### config.mk
export PLATFORM = sky130hd
export DESIGN_NAME = sfd_flash_decoder
export DESIGN_NICKNAME = d
export VERILOG_FILES = /design/src/rtl/sfd_pkg.sv /design/src/rtl/sfd_flash_decoder.sv
export SDC_FILE = /design/constraint.sdc
export NUM_CORES = 1
export LEC_CHECK = 0
export BUFFER_PORTS_ARGS = -buffer_cell sky130_fd_sc_hd__buf_2
export CAP_MARGIN = 0
export CORE_MARGIN = 2
export CORE_UTILIZATION = 55
export CTS_BUF_LIST = sky130_fd_sc_hd__clkbuf_8
export CTS_CLUSTER_DIAMETER = 100
export DETAILED_ROUTE_END_ITERATION = 6
export PLACE_DENSITY = 0.83
export SLEW_MARGIN = 20
export SYNTH_ARGS = -nofsm -noshare
export SYNTH_HDL_FRONTEND = slang
export SYNTH_SLANG_ARGS = --single-unit
export TNS_END_PERCENT = 1
### constraint.sdc
create_clock -name MCLK -period 5.6 [get_ports MCLK]
set_input_delay 0.56 -clock MCLK [delete_from_list [all_inputs] [get_ports MCLK]]
set_output_delay 0.56 -clock MCLK [all_outputs]
set_load 0.01 [all_outputs]
### src/rtl/sfd_pkg.sv
// package: opcodes, timing, id bytes and carrier types of the flash decoder
package sfd_pkg;
    // one-byte opcodes
    localparam logic [7:0] OP_WRITE_ENABLE = 8'h06;
    localparam logic [7:0] OP_WRITE_DISABLE = 8'h04;
    localparam logic [7:0] OP_IDENT = 8'h9F;
    localparam logic [7:0] OP_STAT_RD = 8'h05;
    localparam logic [7:0] OP_STAT_WR = 8'h01;
    localparam logic [7:0] OP_READ = 8'h03;
    localparam logic [7:0] OP_FAST = 8'h0B;
    localparam logic [7:0] OP_DUAL = 8'hBB;
    localparam logic [7:0] OP_QUAD = 8'hEB;
    localparam logic [7:0] OP_PAGE = 8'h02;
    localparam logic [7:0] OP_QPAGE = 8'h38;
    localparam logic [7:0] OP_SECT = 8'h20;
    localparam logic [7:0] OP_BLOCK = 8'hD8;
    localparam logic [7:0] OP_CHIP_A = 8'h60;
    localparam logic [7:0] OP_CHIP_B = 8'hC7;
    localparam logic [7:0] OP_SLEEP = 8'hB9;
    localparam logic [7:0] OP_WAKE = 8'hAB;
    localparam logic [7:0] OP_MDID_A = 8'h90;
    localparam logic [7:0] OP_MDID_B = 8'hEF;
    localparam logic [7:0] OP_MDID_C = 8'hDF;
    // serial framing, in bits or clocks
    localparam logic [5:0] CMD_BITS = 6'd8;
    localparam logic [5:0] ADDR_BITS = 6'd24;
    localparam logic [5:0] FAST_DUMMY = 6'd8;
    localparam logic [5:0] DUAL_DUMMY = 6'd4;
    localparam logic [5:0] QUAD_DUMMY = 6'd6;
    // power-up wait before the first command
    localparam int PWRUP_US = 200;
    localparam int CLK_MHZ = 50;
    // identity bytes: values are arbitrary
    localparam logic [7:0] MAKER_ID = 8'hA5;
    localparam logic [7:0] TYPE_ID = 8'h5A;
    localparam logic [7:0] CAP_ID = 8'h15;
    localparam logic [7:0] SIGN_ID = 8'h14;
    // status layout and delivery value
    localparam int WIP_BIT = 0;
    localparam int WEL_BIT = 1;
    localparam logic [7:0] STATUS_RST = 8'h00;
    // erase kinds
    localparam logic [1:0] ER_SECTOR = 2'h0;
    localparam logic [1:0] ER_BLOCK = 2'h1;
    localparam logic [1:0] ER_CHIP = 2'h2;

    typedef enum logic [2:0] {ST_IDLE, ST_CMD, ST_ADDR, ST_DUMMY, ST_DIN,
        ST_DOUT, ST_SKIP} sfd_state_t;
    typedef struct packed {logic [3:0] o; logic [3:0] oe;} sfd_io_t;
    typedef struct packed {logic [23:0] addr; logic [7:0] data;} sfd_prog_t;
    typedef struct packed {logic [1:0] kind; logic [23:0] addr;} sfd_erase_t;
endpackage

### src/rtl/sfd_flash_decoder.sv
// serial flash command decoder with its program-data fifo
// Notes on behaviour
// - opcode 06 sets the write-enable latch
// - opcode 04 clears the write-enable latch
// - opcode 9F streams identity bytes while selected
// - opcode 05 repeats the status byte
// - opcode 01 plus byte writes status if enabled
// - opcode 03 reads array with no dummy clocks
// - opcode 0B reads after dummy clocks
// - opcode BB uses two lanes both ways
// - opcode EB uses four lanes after dummies
// - opcode 02 programs page at select rise
// - opcode 38 programs page over four lanes
// - opcode 20 plus address erases a sector
// - opcode D8 plus address erases a block
// - opcode 60 or C7 erases whole array
// - opcode B9 sleeps, ignoring all but wake
// - opcode AB returns signature, then wakes at select rise
// - opcodes 90, EF, DF read maker/device id
// - address bit zero picks first id, alternating
// - status reads zero after reset
`timescale 1ns/10ps

module sfd_fifo #(
    parameter int WIDTH = 32,
    parameter int DEPTH = 8
) (
    // clock and reset
    input wire logic clk,
    input wire logic rst_n,
    // filling side
    input wire logic in_valid,
    output logic in_ready,
    input wire logic [WIDTH-1:0] in_data,
    // draining side
    output logic out_valid,
    input wire logic out_ready,
    output logic [WIDTH-1:0] out_data
);
    localparam int AW = $clog2(DEPTH);
    logic [WIDTH-1:0] mem [DEPTH];
    logic [AW:0] wp_reg, wp_next, rp_reg, rp_next;
    logic push, pop;

    // extra pointer bit tells full from empty
    always_comb
    begin
        in_ready = (wp_reg ^ rp_reg) != {1'b1, {AW{1'b0}}};
        out_valid = wp_reg != rp_reg;
        out_data = mem[rp_reg[AW-1:0]];
        push = in_valid && in_ready;
        pop = out_valid && out_ready;
        wp_next = push ? wp_reg + 1'b1 : wp_reg;
        rp_next = pop ? rp_reg + 1'b1 : rp_reg;
    end

    always_ff @(posedge clk)
    begin
        if (!rst_n)
        begin
            wp_reg <= '0;
            rp_reg <= '0;
        end
        else
        begin
            wp_reg <= wp_next;
            rp_reg <= rp_next;
        end
        if (push)
            mem[wp_reg[AW-1:0]] <= in_data;
    end
endmodule

module sfd_flash_decoder #(
    parameter int PWRUP_CYC = sfd_pkg::PWRUP_US * sfd_pkg::CLK_MHZ
) (
    // clock and reset
    input wire logic MCLK,
    input wire logic RESETN,
    // serial pins from the host
    input wire logic CS_N,
    input wire logic SCLK,
    input wire logic [3:0] IO_IN,
    output sfd_pkg::sfd_io_t IO,
    // array read port
    output logic [23:0] RD_ADDR,
    input wire logic [7:0] RD_DATA,
    input wire logic ARRAY_BUSY,
    // program data stream
    output sfd_pkg::sfd_prog_t PROG_WORD,
    output logic PROG_VALID,
    input wire logic PROG_READY,
    output logic PROG_COMMIT,
    output logic PROG_DROP,
    // erase, status write and power state
    output logic ERASE_REQ,
    output sfd_pkg::sfd_erase_t ERASE_CMD,
    output logic STATUS_WR,
    output logic [7:0] STATUS_VAL,
    output logic DEEP_SLEEP,
    output logic POWER_READY
);
    sfd_pkg::sfd_state_t st_reg, st_next;
    logic [5:0] s1_reg, s2_reg;
    logic sclk_d_reg, cs_d_reg;
    logic [7:0] cmd_reg, cmd_next, nb;
    logic [2:0] w_reg, w_next;
    logic [5:0] cnt_reg, cnt_next;
    logic [23:0] acc_reg, acc_next, addr_reg, addr_next, sh;
    logic [7:0] ob_reg, ob_next;
    logic [3:0] oc_reg, oc_next, out_reg, out_next, oe_reg, oe_next;
    logic [1:0] idx_reg, idx_next;
    logic wel_reg, wel_next, done_reg, done_next, slp_reg, slp_next;
    logic [7:2] srw_reg, srw_next;
    logic drop_reg, drop_next, cmt_reg, cmt_next;
    logic ereq_reg, ereq_next, swr_reg, swr_next;
    sfd_pkg::sfd_erase_t ecmd_reg, ecmd_next;
    logic [13:0] pw_reg, pw_next;
    logic pok_reg, pok_next;
    logic rise, fall, csr, csf, op_done, push, push_rdy, wr_ok;
    logic [7:0] op_val, stat_byte;
    sfd_pkg::sfd_prog_t push_word;

    // shift one sclk's worth of lanes in, msb first
    function automatic logic [23:0] shift_in(logic [23:0] a, logic [2:0] w,
        logic [3:0] io);
        case (w)
            3'd1: shift_in = {a[22:0], io[0]};
            3'd2: shift_in = {a[21:0], io[1:0]};
            default: shift_in = {a[19:0], io};
        endcase
    endfunction

    // place the top bits of a byte on the lanes in use
    function automatic logic [3:0] lane_out(logic [7:0] b, logic [2:0] w);
        case (w)
            3'd1: lane_out = {2'b00, b[7], 1'b0};
            3'd2: lane_out = {2'b00, b[7:6]};
            default: lane_out = b[7:4];
        endcase
    endfunction

    // two-flop capture of pins; sclk and cs edges come from the second stage
    always_ff @(posedge MCLK)
    begin
        if (!RESETN)
        begin
            s1_reg <= 6'h3F;
            s2_reg <= 6'h3F;
            sclk_d_reg <= 1'b1;
            cs_d_reg <= 1'b1;
        end
        else
        begin
            s1_reg <= {CS_N, SCLK, IO_IN};
            s2_reg <= s1_reg;
            sclk_d_reg <= s2_reg[4];
            cs_d_reg <= s2_reg[5];
        end
    end

    // edge events and byte sources
    always_comb
    begin
        rise = s2_reg[4] && !sclk_d_reg && !s2_reg[5];
        fall = !s2_reg[4] && sclk_d_reg && !s2_reg[5];
        csr = s2_reg[5] && !cs_d_reg;
        csf = !s2_reg[5] && cs_d_reg;
        sh = shift_in(acc_reg, w_reg, s2_reg[3:0]);
        op_val = sh[7:0];
        op_done = st_reg == sfd_pkg::ST_CMD && rise && cnt_reg == 6'd1;
        stat_byte = {srw_reg, wel_reg, ARRAY_BUSY};
        wr_ok = wel_reg && !ARRAY_BUSY;
        case (cmd_reg)
            sfd_pkg::OP_IDENT: nb = idx_reg == 2'd0 ? sfd_pkg::MAKER_ID :
                idx_reg == 2'd1 ? sfd_pkg::TYPE_ID : sfd_pkg::CAP_ID;
            sfd_pkg::OP_STAT_RD: nb = stat_byte;
            sfd_pkg::OP_WAKE: nb = sfd_pkg::SIGN_ID;
            sfd_pkg::OP_MDID_A, sfd_pkg::OP_MDID_B, sfd_pkg::OP_MDID_C:
                nb = idx_reg[0] ? sfd_pkg::SIGN_ID : sfd_pkg::MAKER_ID;
            default: nb = RD_DATA;
        endcase
        push_word = '{addr: addr_reg, data: sh[7:0]};
    end

    // main sequencer: next values of every control register
    always_comb
    begin
        st_next = st_reg;
        cmd_next = cmd_reg;
        w_next = w_reg;
        cnt_next = cnt_reg;
        acc_next = acc_reg;
        addr_next = addr_reg;
        ob_next = ob_reg;
        oc_next = oc_reg;
        out_next = out_reg;
        oe_next = oe_reg;
        idx_next = idx_reg;
        wel_next = wel_reg;
        done_next = done_reg;
        slp_next = slp_reg;
        srw_next = srw_reg;
        drop_next = drop_reg;
        cmt_next = 1'b0;
        ereq_next = 1'b0;
        swr_next = 1'b0;
        ecmd_next = ecmd_reg;
        push = 1'b0;
        pok_next = pok_reg || pw_reg == 14'(PWRUP_CYC - 1);
        pw_next = pok_reg ? pw_reg : pw_reg + 14'd1;
        if (csf && pok_reg)
        begin
            st_next = sfd_pkg::ST_CMD;
            cnt_next = sfd_pkg::CMD_BITS;
            w_next = 3'd1;
            done_next = 1'b0;
            idx_next = 2'd0;
            oc_next = 4'd0;
        end
        else if (rise)
        begin
            acc_next = sh;
            cnt_next = cnt_reg - 6'(w_reg);
            unique case (st_reg)
                sfd_pkg::ST_CMD:
                    if (cnt_reg == 6'd1)
                    begin
                        cmd_next = op_val;
                        cnt_next = sfd_pkg::ADDR_BITS;
                        st_next = sfd_pkg::ST_ADDR;
                        done_next = 1'b1;
                        case (op_val)
                            sfd_pkg::OP_WRITE_ENABLE, sfd_pkg::OP_WRITE_DISABLE,
                            sfd_pkg::OP_CHIP_A, sfd_pkg::OP_CHIP_B,
                            sfd_pkg::OP_SLEEP:
                                st_next = sfd_pkg::ST_SKIP;
                            // wake keeps done set; 24 dummy clocks, then sign
                            sfd_pkg::OP_WAKE: ;
                            sfd_pkg::OP_IDENT, sfd_pkg::OP_STAT_RD:
                                st_next = sfd_pkg::ST_DOUT;
                            sfd_pkg::OP_STAT_WR:
                            begin
                                st_next = sfd_pkg::ST_DIN;
                                cnt_next = sfd_pkg::CMD_BITS;
                                done_next = 1'b0;
                            end
                            sfd_pkg::OP_DUAL: w_next = 3'd2;
                            sfd_pkg::OP_QUAD, sfd_pkg::OP_QPAGE:
                                w_next = 3'd4;
                            sfd_pkg::OP_READ, sfd_pkg::OP_FAST,
                            sfd_pkg::OP_PAGE, sfd_pkg::OP_SECT,
                            sfd_pkg::OP_BLOCK, sfd_pkg::OP_MDID_A,
                            sfd_pkg::OP_MDID_B, sfd_pkg::OP_MDID_C:
                                done_next = 1'b0;
                            default:
                            begin
                                st_next = sfd_pkg::ST_SKIP;
                                done_next = 1'b0;
                            end
                        endcase
                        if (op_val == sfd_pkg::OP_DUAL ||
                            op_val == sfd_pkg::OP_QUAD ||
                            op_val == sfd_pkg::OP_QPAGE)
                            done_next = 1'b0;
                        if (slp_reg && op_val != sfd_pkg::OP_WAKE)
                        begin
                            st_next = sfd_pkg::ST_SKIP;
                            done_next = 1'b0;
                        end
                    end
                sfd_pkg::ST_ADDR:
                    if (cnt_reg == 6'(w_reg))
                    begin
                        addr_next = sh;
                        idx_next = {1'b0, sh[0]};
                        st_next = sfd_pkg::ST_DOUT;
                        cnt_next = sfd_pkg::CMD_BITS;
                        case (cmd_reg)
                            sfd_pkg::OP_FAST:
                            begin
                                st_next = sfd_pkg::ST_DUMMY;
                                cnt_next = sfd_pkg::FAST_DUMMY;
                            end
                            sfd_pkg::OP_DUAL:
                            begin
                                st_next = sfd_pkg::ST_DUMMY;
                                cnt_next = sfd_pkg::DUAL_DUMMY;
                            end
                            sfd_pkg::OP_QUAD:
                            begin
                                st_next = sfd_pkg::ST_DUMMY;
                                cnt_next = sfd_pkg::QUAD_DUMMY;
                            end
                            sfd_pkg::OP_PAGE, sfd_pkg::OP_QPAGE:
                                st_next = sfd_pkg::ST_DIN;
                            sfd_pkg::OP_SECT, sfd_pkg::OP_BLOCK:
                            begin
                                st_next = sfd_pkg::ST_SKIP;
                                done_next = 1'b1;
                            end
                            default: ;
                        endcase
                    end
                sfd_pkg::ST_DUMMY:
                begin
                    cnt_next = cnt_reg - 6'd1;  // dummies count clocks
                    if (cnt_reg == 6'd1)
                        st_next = sfd_pkg::ST_DOUT;
                end
                sfd_pkg::ST_DIN:
                    if (cnt_reg == 6'(w_reg))
                    begin
                        cnt_next = sfd_pkg::CMD_BITS;
                        done_next = 1'b1;
                        if (cmd_reg == sfd_pkg::OP_STAT_WR)
                        begin
                            srw_next = sh[7:2];  // held until select rise
                            st_next = sfd_pkg::ST_SKIP;
                        end
                        else if (wr_ok)
                        begin
                            push = 1'b1;
                            drop_next = drop_reg || !push_rdy;
                            // page address wraps inside the page
                            addr_next[7:0] = addr_reg[7:0] + 8'd1;
                        end
                    end
                default: ;
            endcase
        end
        else if (fall && st_reg == sfd_pkg::ST_DOUT)
        begin
            if (oc_reg == 4'd0)
            begin
                ob_next = nb << w_reg;
                out_next = lane_out(nb, w_reg);
                oc_next = 4'd8 - 4'(w_reg);
                oe_next = lane_out(8'hFF, w_reg);
                idx_next = idx_reg == 2'd2 ? 2'd0 : idx_reg + 2'd1;
                if (cmd_reg == sfd_pkg::OP_IDENT)
                    idx_next = idx_reg == 2'd2 ? 2'd0 : idx_reg + 2'd1;
                else
                    idx_next = {1'b0, !idx_reg[0]};
                addr_next = addr_reg + 24'd1;
            end
            else
            begin
                ob_next = ob_reg << w_reg;
                out_next = lane_out(ob_reg, w_reg);
                oc_next = oc_reg - 4'(w_reg);
            end
        end
        if (csr)
        begin
            st_next = sfd_pkg::ST_IDLE;
            oe_next = 4'h0;
            if (done_reg)
            begin
                case (cmd_reg)
                    sfd_pkg::OP_WRITE_ENABLE: wel_next = 1'b1;
                    sfd_pkg::OP_WRITE_DISABLE: wel_next = 1'b0;
                    sfd_pkg::OP_SLEEP: slp_next = 1'b1;
                    sfd_pkg::OP_WAKE: slp_next = 1'b0;
                    sfd_pkg::OP_STAT_WR:
                    begin
                        swr_next = wr_ok;
                        wel_next = 1'b0;
                    end
                    sfd_pkg::OP_PAGE, sfd_pkg::OP_QPAGE:
                    begin
                        cmt_next = wr_ok;
                        wel_next = 1'b0;
                    end
                    sfd_pkg::OP_SECT, sfd_pkg::OP_BLOCK, sfd_pkg::OP_CHIP_A,
                    sfd_pkg::OP_CHIP_B:
                    begin
                        ereq_next = wr_ok;
                        wel_next = 1'b0;
                        ecmd_next.addr = addr_reg;
                        ecmd_next.kind = cmd_reg == sfd_pkg::OP_SECT ?
                            sfd_pkg::ER_SECTOR : cmd_reg == sfd_pkg::OP_BLOCK ?
                            sfd_pkg::ER_BLOCK : sfd_pkg::ER_CHIP;
                    end
                    default: ;
                endcase
                if (cmd_reg == sfd_pkg::OP_STAT_WR && !wr_ok)
                    srw_next = srw_reg;
            end
            if (cmd_reg == sfd_pkg::OP_STAT_WR && !(done_reg && wr_ok))
                srw_next = srw_reg;
        end
        if (cmd_reg == sfd_pkg::OP_STAT_WR && !csr)
            srw_next = srw_reg;
        if (cmd_reg == sfd_pkg::OP_STAT_WR && csr && done_reg && wr_ok)
            srw_next = acc_reg[7:2];
    end

    // registers of the sequencer
    always_ff @(posedge MCLK)
    begin
        if (!RESETN)
        begin
            st_reg <= sfd_pkg::ST_IDLE;
            cmd_reg <= 8'h00;
            w_reg <= 3'd1;
            cnt_reg <= 6'd0;
            acc_reg <= 24'h000000;
            addr_reg <= 24'h000000;
            ob_reg <= 8'h00;
            oc_reg <= 4'h0;
            out_reg <= 4'h0;
            oe_reg <= 4'h0;
            idx_reg <= 2'd0;
            wel_reg <= sfd_pkg::STATUS_RST[sfd_pkg::WEL_BIT];
            done_reg <= 1'b0;
            slp_reg <= 1'b0;
            srw_reg <= sfd_pkg::STATUS_RST[7:2];
            drop_reg <= 1'b0;
            cmt_reg <= 1'b0;
            ereq_reg <= 1'b0;
            swr_reg <= 1'b0;
            ecmd_reg <= '0;
            pw_reg <= 14'd0;
            pok_reg <= 1'b0;
        end
        else
        begin
            st_reg <= st_next;
            cmd_reg <= cmd_next;
            w_reg <= w_next;
            cnt_reg <= cnt_next;
            acc_reg <= acc_next;
            addr_reg <= addr_next;
            ob_reg <= ob_next;
            oc_reg <= oc_next;
            out_reg <= out_next;
            oe_reg <= oe_next;
            idx_reg <= idx_next;
            wel_reg <= wel_next;
            done_reg <= done_next;
            slp_reg <= slp_next;
            srw_reg <= srw_next;
            drop_reg <= drop_next;
            cmt_reg <= cmt_next;
            ereq_reg <= ereq_next;
            swr_reg <= swr_next;
            ecmd_reg <= ecmd_next;
            pw_reg <= pw_next;
            pok_reg <= pok_next;
        end
    end

    // program bytes queue here; a stalled drain shows up as a drop
    sfd_fifo #(.WIDTH(32), .DEPTH(8)) u_fifo (
        .clk(MCLK),
        .rst_n(RESETN),
        .in_valid(push),
        .in_ready(push_rdy),
        .in_data(push_word),
        .out_valid(PROG_VALID),
        .out_ready(PROG_READY),
        .out_data(PROG_WORD)
    );

    // outputs
    assign IO = '{o: out_reg, oe: oe_reg};
    assign RD_ADDR = addr_reg;
    assign PROG_COMMIT = cmt_reg;
    assign PROG_DROP = drop_reg;
    assign ERASE_REQ = ereq_reg;
    assign ERASE_CMD = ecmd_reg;
    assign STATUS_WR = swr_reg;
    assign STATUS_VAL = {srw_reg, wel_reg, ARRAY_BUSY};
    assign DEEP_SLEEP = slp_reg;
    assign POWER_READY = pok_reg;
endmodule

# ---- Yosys cells after proc, flatten, opt, wreduce, memory -nomap -nowiden
# Memory sizes are Yosys's and may differ from the RTL's. A register that Yosys moved wholly into a read port is not among the register bits.
# Cells that the tools add are included.
dict set report totals {
  input_bits 18
  mem_count 1
  wordCells 282
  mem_bits_rw 256
  register_bits 165
}
dict set report classes {
  n_addsub 10
  eq_ne 75
  mux 80
  shifts 2
  bitwise_logic 5
  reduce_logical 77
}
# name words width read_ports rd_clocked_by_memory_dff write_ports line_no
set memory_table {}
lappend memory_table {u_fifo.mem 8 32 1 1 1 sfd_flash_decoder.sv:41} ;# logic [WIDTH-1:0] mem [DEPTH];
# operator count
set ops {}
lappend ops {{== test 8 bit (second input constant)} 20}
lappend ops {{two-way mux 24 bit} 4}
lappend ops {{two-way mux 6 bit} 14}
lappend ops {{== test 8 x 3 -> 1 bit (second input constant)} 6}
lappend ops {{two-way mux 8 bit} 6}
lappend ops {{case mux 24 bit (2 select lines)} 1}
lappend ops {{== test 8 x 6 -> 1 bit (second input constant)} 4}
lappend ops {{case mux 4 bit (2 select lines)} 4}
lappend ops {{case mux 8 bit (4 select lines)} 1}
lappend ops {{AND reduction 4 bit} 7}
lappend ops {{adder 24 x 1 -> 24 bit (second input constant)} 1}
lappend ops {{== test 8 x 2 -> 1 bit (second input constant)} 3}
lappend ops {{two-way mux 3 bit} 8}
lappend ops {{inequality test 3 bit (second input constant)} 8}
lappend ops {{case mux 6 bit (4 select lines)} 1}
lappend ops {{logical AND 1 bit} 19}
lappend ops {{two-way mux 2 bit} 9}
lappend ops {{case mux 3 bit (3 select lines)} 2}
lappend ops {{two-way mux 1 bit} 17}
lappend ops {{== test 8 x 1 -> 1 bit (second input constant)} 2}
lappend ops {{== test 8 x 4 -> 1 bit (second input constant)} 2}
lappend ops {{== test 8 x 7 -> 1 bit (second input constant)} 2}
lappend ops {{two-way mux 16 bit} 1}
lappend ops {{two-way mux 4 bit} 4}
lappend ops {{other kinds (54)} 103}

# ---- Logic depth before layout (Yosys ltp)
# Gate-level depths: netlist (run 1).
dict set report logic_depth {
  ltp_word 13
  ltp_mapped 13
  depth_no_buf 11
}

# ---- Modules after synthesis
# A second synthesis (run 1) with hierarchy kept.
dict set report unflattened {
  cells_unflattened 1586
  hier_area_um2 19072.0
}
# mod n_inst cells_each area_per_inst_um2
set by_module_without_submodules {}
lappend by_module_without_submodules {sfd_fifo 1 454 10503.8}
lappend by_module_without_submodules {sfd_flash_decoder 1 1132 8568.2}

# ---- Worst setup path after synthesis (run 1)
# No wires, ideal clock.
dict set report synth_timing {
  kind {register -> register}
  startpoint {reg w_reg[2]}
  endpoint {mem u_fifo.mem[4][0] (enable)}
  setup_ns 0.461
  arrival_time_ns 4.657
  path_slack_ns 0.482
  n_path_buf 3
  stages_incl_launch_ff 10
  path_cell_list {dfxtp_1 buf_1 inv_1 clkbuf_1 clkbuf_1 ha_1 nand4_1 nor4_1 nand3_1 nor3_1}
}
dict set report synth_via {
  elab_chain_len 8
}
# element line_no
set synth_lines {}
lappend synth_lines {{start: declaration} sfd_flash_decoder.sv:107} ;# logic [2:0] w_reg, w_next;
lappend synth_lines {{start signal: assignment} sfd_flash_decoder.sv:431} ;# w_reg <= w_next;
lappend synth_lines {{== test 6 x 3 -> 1 bit} sfd_flash_decoder.sv:312} ;# if (cnt_reg == 6'(w_reg))
lappend synth_lines {{two-way mux 1 bit} sfd_flash_decoder.sv:312}
lappend synth_lines {{two-way mux 1 bit} sfd_flash_decoder.sv:225} ;# unique case (st_reg)
lappend synth_lines {{two-way mux 1 bit} sfd_flash_decoder.sv:221} ;# else if (rise)
lappend synth_lines {{two-way mux 1 bit} sfd_flash_decoder.sv:212} ;# if (csf && pok_reg)
lappend synth_lines {{logical AND 1 bit} sfd_flash_decoder.sv:51} ;# push = in_valid && in_ready;
lappend synth_lines {{two-way mux 1 bit} sfd_flash_decoder.sv:69} ;# if (push)
lappend synth_lines {{two-way mux 1 bit (not written as such)} sfd_flash_decoder.sv:70} ;# mem[wp_reg[AW-1:0]] <= in_data;
lappend synth_lines {{end: declaration} sfd_flash_decoder.sv:41}
# Every way passes these cells.

# ---- Worst setup path after layout (run 1)
dict set report layout_timing {
  startpoint {reg w_reg[2]}
  endpoint {mem u_fifo.mem[3][11] (enable)}
}
# The elaborated chain is that of the path after synthesis.

==> impl_results.md, run 1 <==
* PortBufs at 122
* Combinational share of power at 1.1%
* Register area share after synthesis at 59.1%
* Area of placed instances at 19700 µm²
* Fin area at 21000 µm²
* Reg power frac at 56.1%
* Synth async-reset ratio at 0%
* Slew @ Worst Pin at 1.05 ns
* CTS Sinks at 423
* Grt ovf at 0
* Max reg flops at 256
* Die footprint at 35400 µm²
* RSZ-0062 raised after global routing: no
* Clk pwr share at 42.8%
* Largest net degree at the start of global routing at 60
* Status: completed
* CP max FO at 23
* Synth Cell Area at 18700 µm²
* Post-synth cell types at 84
* Routed Antenna Nets at 0
* Tot GR Track Use at 26.3%
* Clk_lat worst skew at 0.61 ns
* EDFF count, synth at 256
* Setup bufs post-CTS at 0
* Headroom to the max-slew limit at 29.7%
* P_sw at 1.24 mW
* Num CTS Buffers at 68
* CP Capture Type: register
* Routed met3 length at 3.70 mm
* Hold Vio Cnt, Final at 0
* CTS tree: built
* Die H at 188 µm
* Post-synth top flop: edfxtp_1
* Reg2Reg Depth at 7
* Antenna violations before repair at 1
* Final hold slack at 0.143 ns
* Final #Nets at 1714
* Fillers at 2501
* Max layer used: met4
* Vias at 13.6k
* Clock-pin transition on the worst setup and hold timing paths at 0.06 ns
* Fmax at 0.235 GHz
* Core Area at 33400 µm²
* Placer congestion estimate at 0.907
* I/O pin count at 123
* Vias per std cell at 6.20
* Clock root cell: clkbuf_8
* Mean Syn Cell Area at 11.9 µm²
* Hold Crit Class: in2reg
* Setup_tns at 0 ns
* Drt drc at 0
* Most common cell after layout, fill and taps aside: edfxtp_1
* CTS Hold Bufs at 0
* Metal2 WL at 22.5 mm
* Fin. max-slew vios at 0
* Net Sw Frac at 21.3%
* Number of synthesis warnings at 0
* Floorplan row count at 67
* Tcrit/Tclk final at 76.1%
* Net count after synthesis at 1599
* Post-Route Skew at 0.0365 ns
* Clock Path Buffers at 3
* Setup WS pre-CTS at 1.52 ns
* Initial drt markers at 1525
* Cell leakage power at 7.37 nW
* Setup ws final at 1.34 ns
* Die width at 188 µm
* # setup viols final at 0
* WP data required at 5.84 ns
* H-tree depth at 3
* Share of cells above drive strength 1 at 21.9%
* Utilization after layout at 62.7%
* Initial Util at 55.8%
* Post-Route M1 WL at 18.3 mm
* Synth Register Bits at 423
* Kind of start point of the critical path: register
* Peak supply drop at 0.000168 V
* Most frequent cells in the layout: edfxtp_1, dfxtp_1, nand2_1, nor2_1, buf_2
* Max_cap viols at 0
* CP arrival at 4.50 ns
* Crit path kind: reg2reg
* Pwr per Cell Area at 279 nW/µm²
* Post-CTS Resized at 0
* Hold depth at 2
* 1st-pass router iterations at 6
* Post-synthesis cell count at 1567
* HPWL after DPL at 30.1 mm
* Minimum clock period after layout at 4.26 ns
* Vias in the first global route at 13.4k
* Pint at 4.60 mW
* Routed len/inst at 21.1 µm
* Synth-to-layout area growth at 12.4%
* First-pass GRT wire length at 73.2 mm
* Routed Wire Length at 46.2 mm
## final timing paths
kind | start | endpoint | slack [ns]
setup / recovery | w_reg[2] | u_fifo.mem[3][11] | 1.34
setup reg to reg | w_reg[2] | u_fifo.mem[3][11] | 1.34
hold / removal | SCLK | s1_reg[4] | 0.14
hold reg to reg | s1_reg[2] | s2_reg[2] | 0.41
## cell usage after synthesis, drive strengths merged (4+ instances only)
cell | count | area [µm²]
a2111oi | 5 | 62.6
a211oi | 19 | 148
a21o | 6 | 45.0
a21oi | 118 | 606
a221oi | 4 | 52.6
a22oi | 13 | 97.6
a31oi | 17 | 106
and2 | 9 | 56.3
and3 | 13 | 81.3
buf | 30 | 151
clkbuf | 71 | 267
dfxtp | 167 | 3340
edfxtp | 256 | 7690
ha | 12 | 150
inv | 22 | 82.6
mux2 | 33 | 372
mux2i | 22 | 220
mux4 | 65 | 1460
nand2 | 159 | 597
nand2b | 35 | 219
nand3 | 40 | 200
nand3b | 5 | 37.5
nand4 | 13 | 81.3
nor2 | 156 | 588
nor2b | 11 | 68.8
nor3 | 45 | 253
nor3b | 5 | 37.5
nor4 | 13 | 93.8
o211ai | 9 | 67.6
o21ai | 61 | 309
o22a | 8 | 70.1
o22ai | 29 | 213
o31ai | 4 | 35.0
or2 | 5 | 31.3
or3 | 9 | 56.3
or4 | 5 | 41.3
xnor2 | 13 | 114
xor2 | 16 | 140
## final cells by class
type	instances	area [µm²]	area share, %
Timing Repair Buffer	146	791	3.77
Tap cell	448	561	2.67
Multi-Input combinational cell	1021	7210	34.4
Sequential cell	423	11000	52.6
Clock inverter	48	231	1.10
Inverter	22	83.8	0.400
Clock buffer	77	1060	5.05
Antenna cell	1	2.50	0.0119
## logic make-up after synthesis
logic type	synth area share [%]
flops	59.1
fa+ha+maj	1.02
simple gates	13.5
xor+xnor	1.36
mux	11.0
compound gates	11.3
buf+inv	2.68
## critical path, stage by stage, from the launching register on
cell and delay [ns]:
dfxtp_1 0.94, inv_1 0.14, ha_1 0.42, nand4_1 0.25, nor4_1 0.75, nand3b_1 0.49, nor2_4 0.47, buf_4 0.43
## power groups by stage
| stage | registers, mW | clock network, mW | logic [mW] |
|---|---|---|---|
| after detailed placement | 3.34 | 0 | 0.0608 |
| after global routing | 3.28 | 2.68 | 0.0677 |
| after floorplan | 3.34 | 0 | 0.0436 |
| after CTS | 3.28 | 2.54 | 0.0613 |
| after global placement | 3.34 | 0 | 0.0610 |
| final | 3.28 | 2.50 | 0.0623 |
## per-layer routing
metal / vias to the layer above / GRT usage (%)
li1: 6129 / -
met1: 6593 / 34.3
met2: 717 / 43.7
met3: 115 / 4.19
met4: 0 / 12.2
met5: - / 0
## through the flow
step | cells | power [mW]
after CTS | 2185 | 5.88
after floorplan | 1567 | 3.38
final | 2186 | 5.84
after global placement | 2060 | 3.40
after global routing | 2186 | 6.02
after detailed placement | 2060 | 3.40
Power figures use the tool's default switching activity.
==> inputs of run 2 (changes only) <==
PLACE_DENSITY = 0.86   (was 0.83)
clock period = 3.45 ns   (was 5.6 ns; I/O delays follow)
==> run 2 against run 1 <==
Net effect: clock power grew 76%; worst hold slack got worse by 0.0017 ns; non-clock buffer count increased by 33; clock-buffer cell count up 6; critical path type unchanged; critical endpoint is now st_reg[2]; largest power group unchanged; highest routed layer unchanged.
==> impl_results.md, run 2 (synthesis results as in run 1) <==
* Hold Crit Class: in2reg
* Routed Wire Length at 47.6 mm (+3.1%)
* WP data required at 3.90 ns (-1.94 ns)
* Num CTS Buffers at 69 (+1.5%)
* Worst Hold Path EP: s1_reg[2]
* Cell leakage power at 7.47 nW (+1.3%)
* Hold depth at 2 (unchanged)
* Die footprint at 35400 µm² (unchanged)
* Most frequent cells in the layout: edfxtp_1, dfxtp_1, nand2_1, nor2_1, buf_2
* Peak supply drop at 0.000295 V (+75%)
* Post-Layout Cell Count at 2218 (+1.5%)
* Largest net degree at the start of global routing at 90 (+50%)
* Floorplan row count at 67 (unchanged)
* Reg2Reg Capture Point: st_reg[2]
* Setup_tns at 0 ns (unchanged)
* Max_cap viols at 0 (unchanged)
* Antenna violations before repair at 1 (unchanged)
* CTS Hold Bufs at 6 (+6)
* Core Area at 33400 µm² (unchanged)
* Post-CTS Resized at 0 (unchanged)
* Tcrit/Tclk final at 89.4% (+13 points)
* Share of cells above drive strength 1 at 23.8% (+1.9 points)
* R2R Setup Slk at 0.36 ns (-0.98 ns)
* CP arrival at 3.53 ns (-0.97 ns)
* I/O pin count at 123 (unchanged)
* PortBufs at 122 (unchanged)
* # setup viols final at 0 (unchanged)
* 1st-pass router iterations at 6 (unchanged)
* Max reg flops at 256 (unchanged)
* HPWL after DPL at 30.6 mm (+1.5%)
* Die H at 188 µm (unchanged)
* Status: completed
* Crit path kind: reg2reg
* Initial Util at 55.8% (unchanged)
* Vias at 13.8k (+1.7%)
* DP Cell Count at 2087 (+1.3%)
* Clock Path Buffers at 3 (unchanged)
* CTS Sinks at 423 (unchanged)
* CP max FO at 13 (-43%)
* Reg-to-reg startpoint: w_reg[1]
* Most common cell after layout, fill and taps aside: edfxtp_1
* Initial drt markers at 1446 (-5.2%)
* Routed Antenna Nets at 0 (unchanged)
* Reg2Reg Depth at 10 (+3)
* Vias per std cell at 6.22 (+0.24%)
* Placer congestion estimate at 0.958 (+5.6%)
* Tot GR Track Use at 27.1% (+0.78 points)
* Post-Route Skew at 0.0439 ns (+0.00740 ns)
* First-pass GRT wire length at 75.2 mm (+2.7%)
* Clock-pin transition on the worst setup and hold timing paths at 0.07 ns (about the same)
* Drt drc at 0 (unchanged)
* Pwr per Cell Area at 457 nW/µm² (+64%)
* Grt ovf at 0 (unchanged)
* RSZ-0062 raised after global routing: no
* Final #Nets at 1748 (+2.0%)
* CP Capture Type: register
* Routed len/inst at 21.5 µm (+1.6%)
* Die width at 188 µm (unchanged)
* Setup bufs post-CTS at 0 (unchanged)
* Kind of start point of the critical path: register
* Synth-to-layout area growth at 15.3%
* Clock root cell: clkbuf_8
* Clk_lat worst skew at 0.60 ns (about the same)
* Fin. max-slew vios at 0 (unchanged)
* Fillers at 2346 (-6.2%)
* Minimum clock period after layout at 3.09 ns (-1.17 ns)
* Hold Vio Cnt, Final at 0 (unchanged)
* CTS tree: built
* H-tree depth at 3 (unchanged)
* Slew @ Worst Pin at 0.895 ns (-0.155 ns)
* Vias in the first global route at 13.6k (+1.7%)
* Fmax at 0.324 GHz (+38%)
* Headroom to the max-slew limit at 40.2% (+11 points)
* Hold path startpoint: RESETN
run 2: changes by cell type in the layout (fill, tap and decap cells not counted), moves of 3 or more:
cell | before | now
buf_4 | 24 | 42
buf_12 | 0 | 9
inv_1 | 49 | 40
clkbuf_8 | 77 | 83
dlygate4sd3_1 | 0 | 6
nor3_2 | 4 | 1
run 2: per-stage QoR:
stage | power (mW) | setup slack (ns) | hold slack [ns] | area [µm²] | util [%]
final | 9.84 | 0.364 | 0.141 | 21500 | 64.4
after global routing | 10.1 | 0.00966 | 0.140 | 21500 | 64.4
after CTS | 9.90 | 0.449 | 0.121 | 21500 | 64.4
after detailed placement | 5.53 | 0.472 | 0.395 | 20000 | 59.9
after global placement | 5.53 | 0.594 | 0.393 | 20000 | 59.9
after floorplan | 5.49 | 0.0126 | 0.386 | 18800 | -
run 2: report_power, final:
part	leakage, nW	switching [mW]	internal, mW
logic	2.98	0.0698	0.0411
registers	3.67	0.0118	5.31
clock network	0.818	1.99	2.42
total	7.47	2.07	7.77
run 2: layout make-up:
class | count | area [µm²] | area share, %
Antenna cell | 1 | 2.50 | 0.0116
Clock buffer | 83 | 1140 | 5.31
Timing Repair Buffer | 179 | 1170 | 5.42
Inverter | 22 | 83.8 | 0.389
Multi-Input combinational cell | 1021 | 7250 | 33.7
Sequential cell | 423 | 11000 | 51.3
Clock inverter | 41 | 283 | 1.31
Tap cell | 448 | 561 | 2.60
run 2: worst max-delay path, cell delays in order (launching register included):
cell and delay (ns):
dfxtp_1 0.43, buf_4 0.23, nand2b_1 0.33, a21oi_4 0.21, o22ai_2 0.45, inv_2 0.23, or3_1 0.38, a2111oi_0 0.42
nand2_1 0.10, nand3_1 0.11, a31oi_1 0.09
run 2: metal layers:
| metal | global-route usage (%) | share of wire (%) | wire length (µm) | vias to the layer above |
|---|---|---|---|---|
| li1 | - | - | - | 6188 |
| met1 | 35.0 | 39 | 18600 | 6713 |
| met2 | 45.4 | 49 | 23300 | 745 |
| met3 | 4.69 | 8.0 | 3800 | 139 |
| met4 | 11.7 | 3.9 | 1860 | 0 |
| met5 | 0 | 0 | 0 | - |
run 2: worst max-delay path by stage:
stage	to	start	slack [ns]
floorplan	u_fifo.mem[0][0]	w_reg[2]	0.01
global placement	done_reg	w_reg[1]	0.59
detailed placement	done_reg	w_reg[1]	0.47
CTS	st_reg[2]	w_reg[1]	0.45
global route	st_reg[2]	w_reg[1]	0.01
finish	st_reg[2]	w_reg[1]	0.36
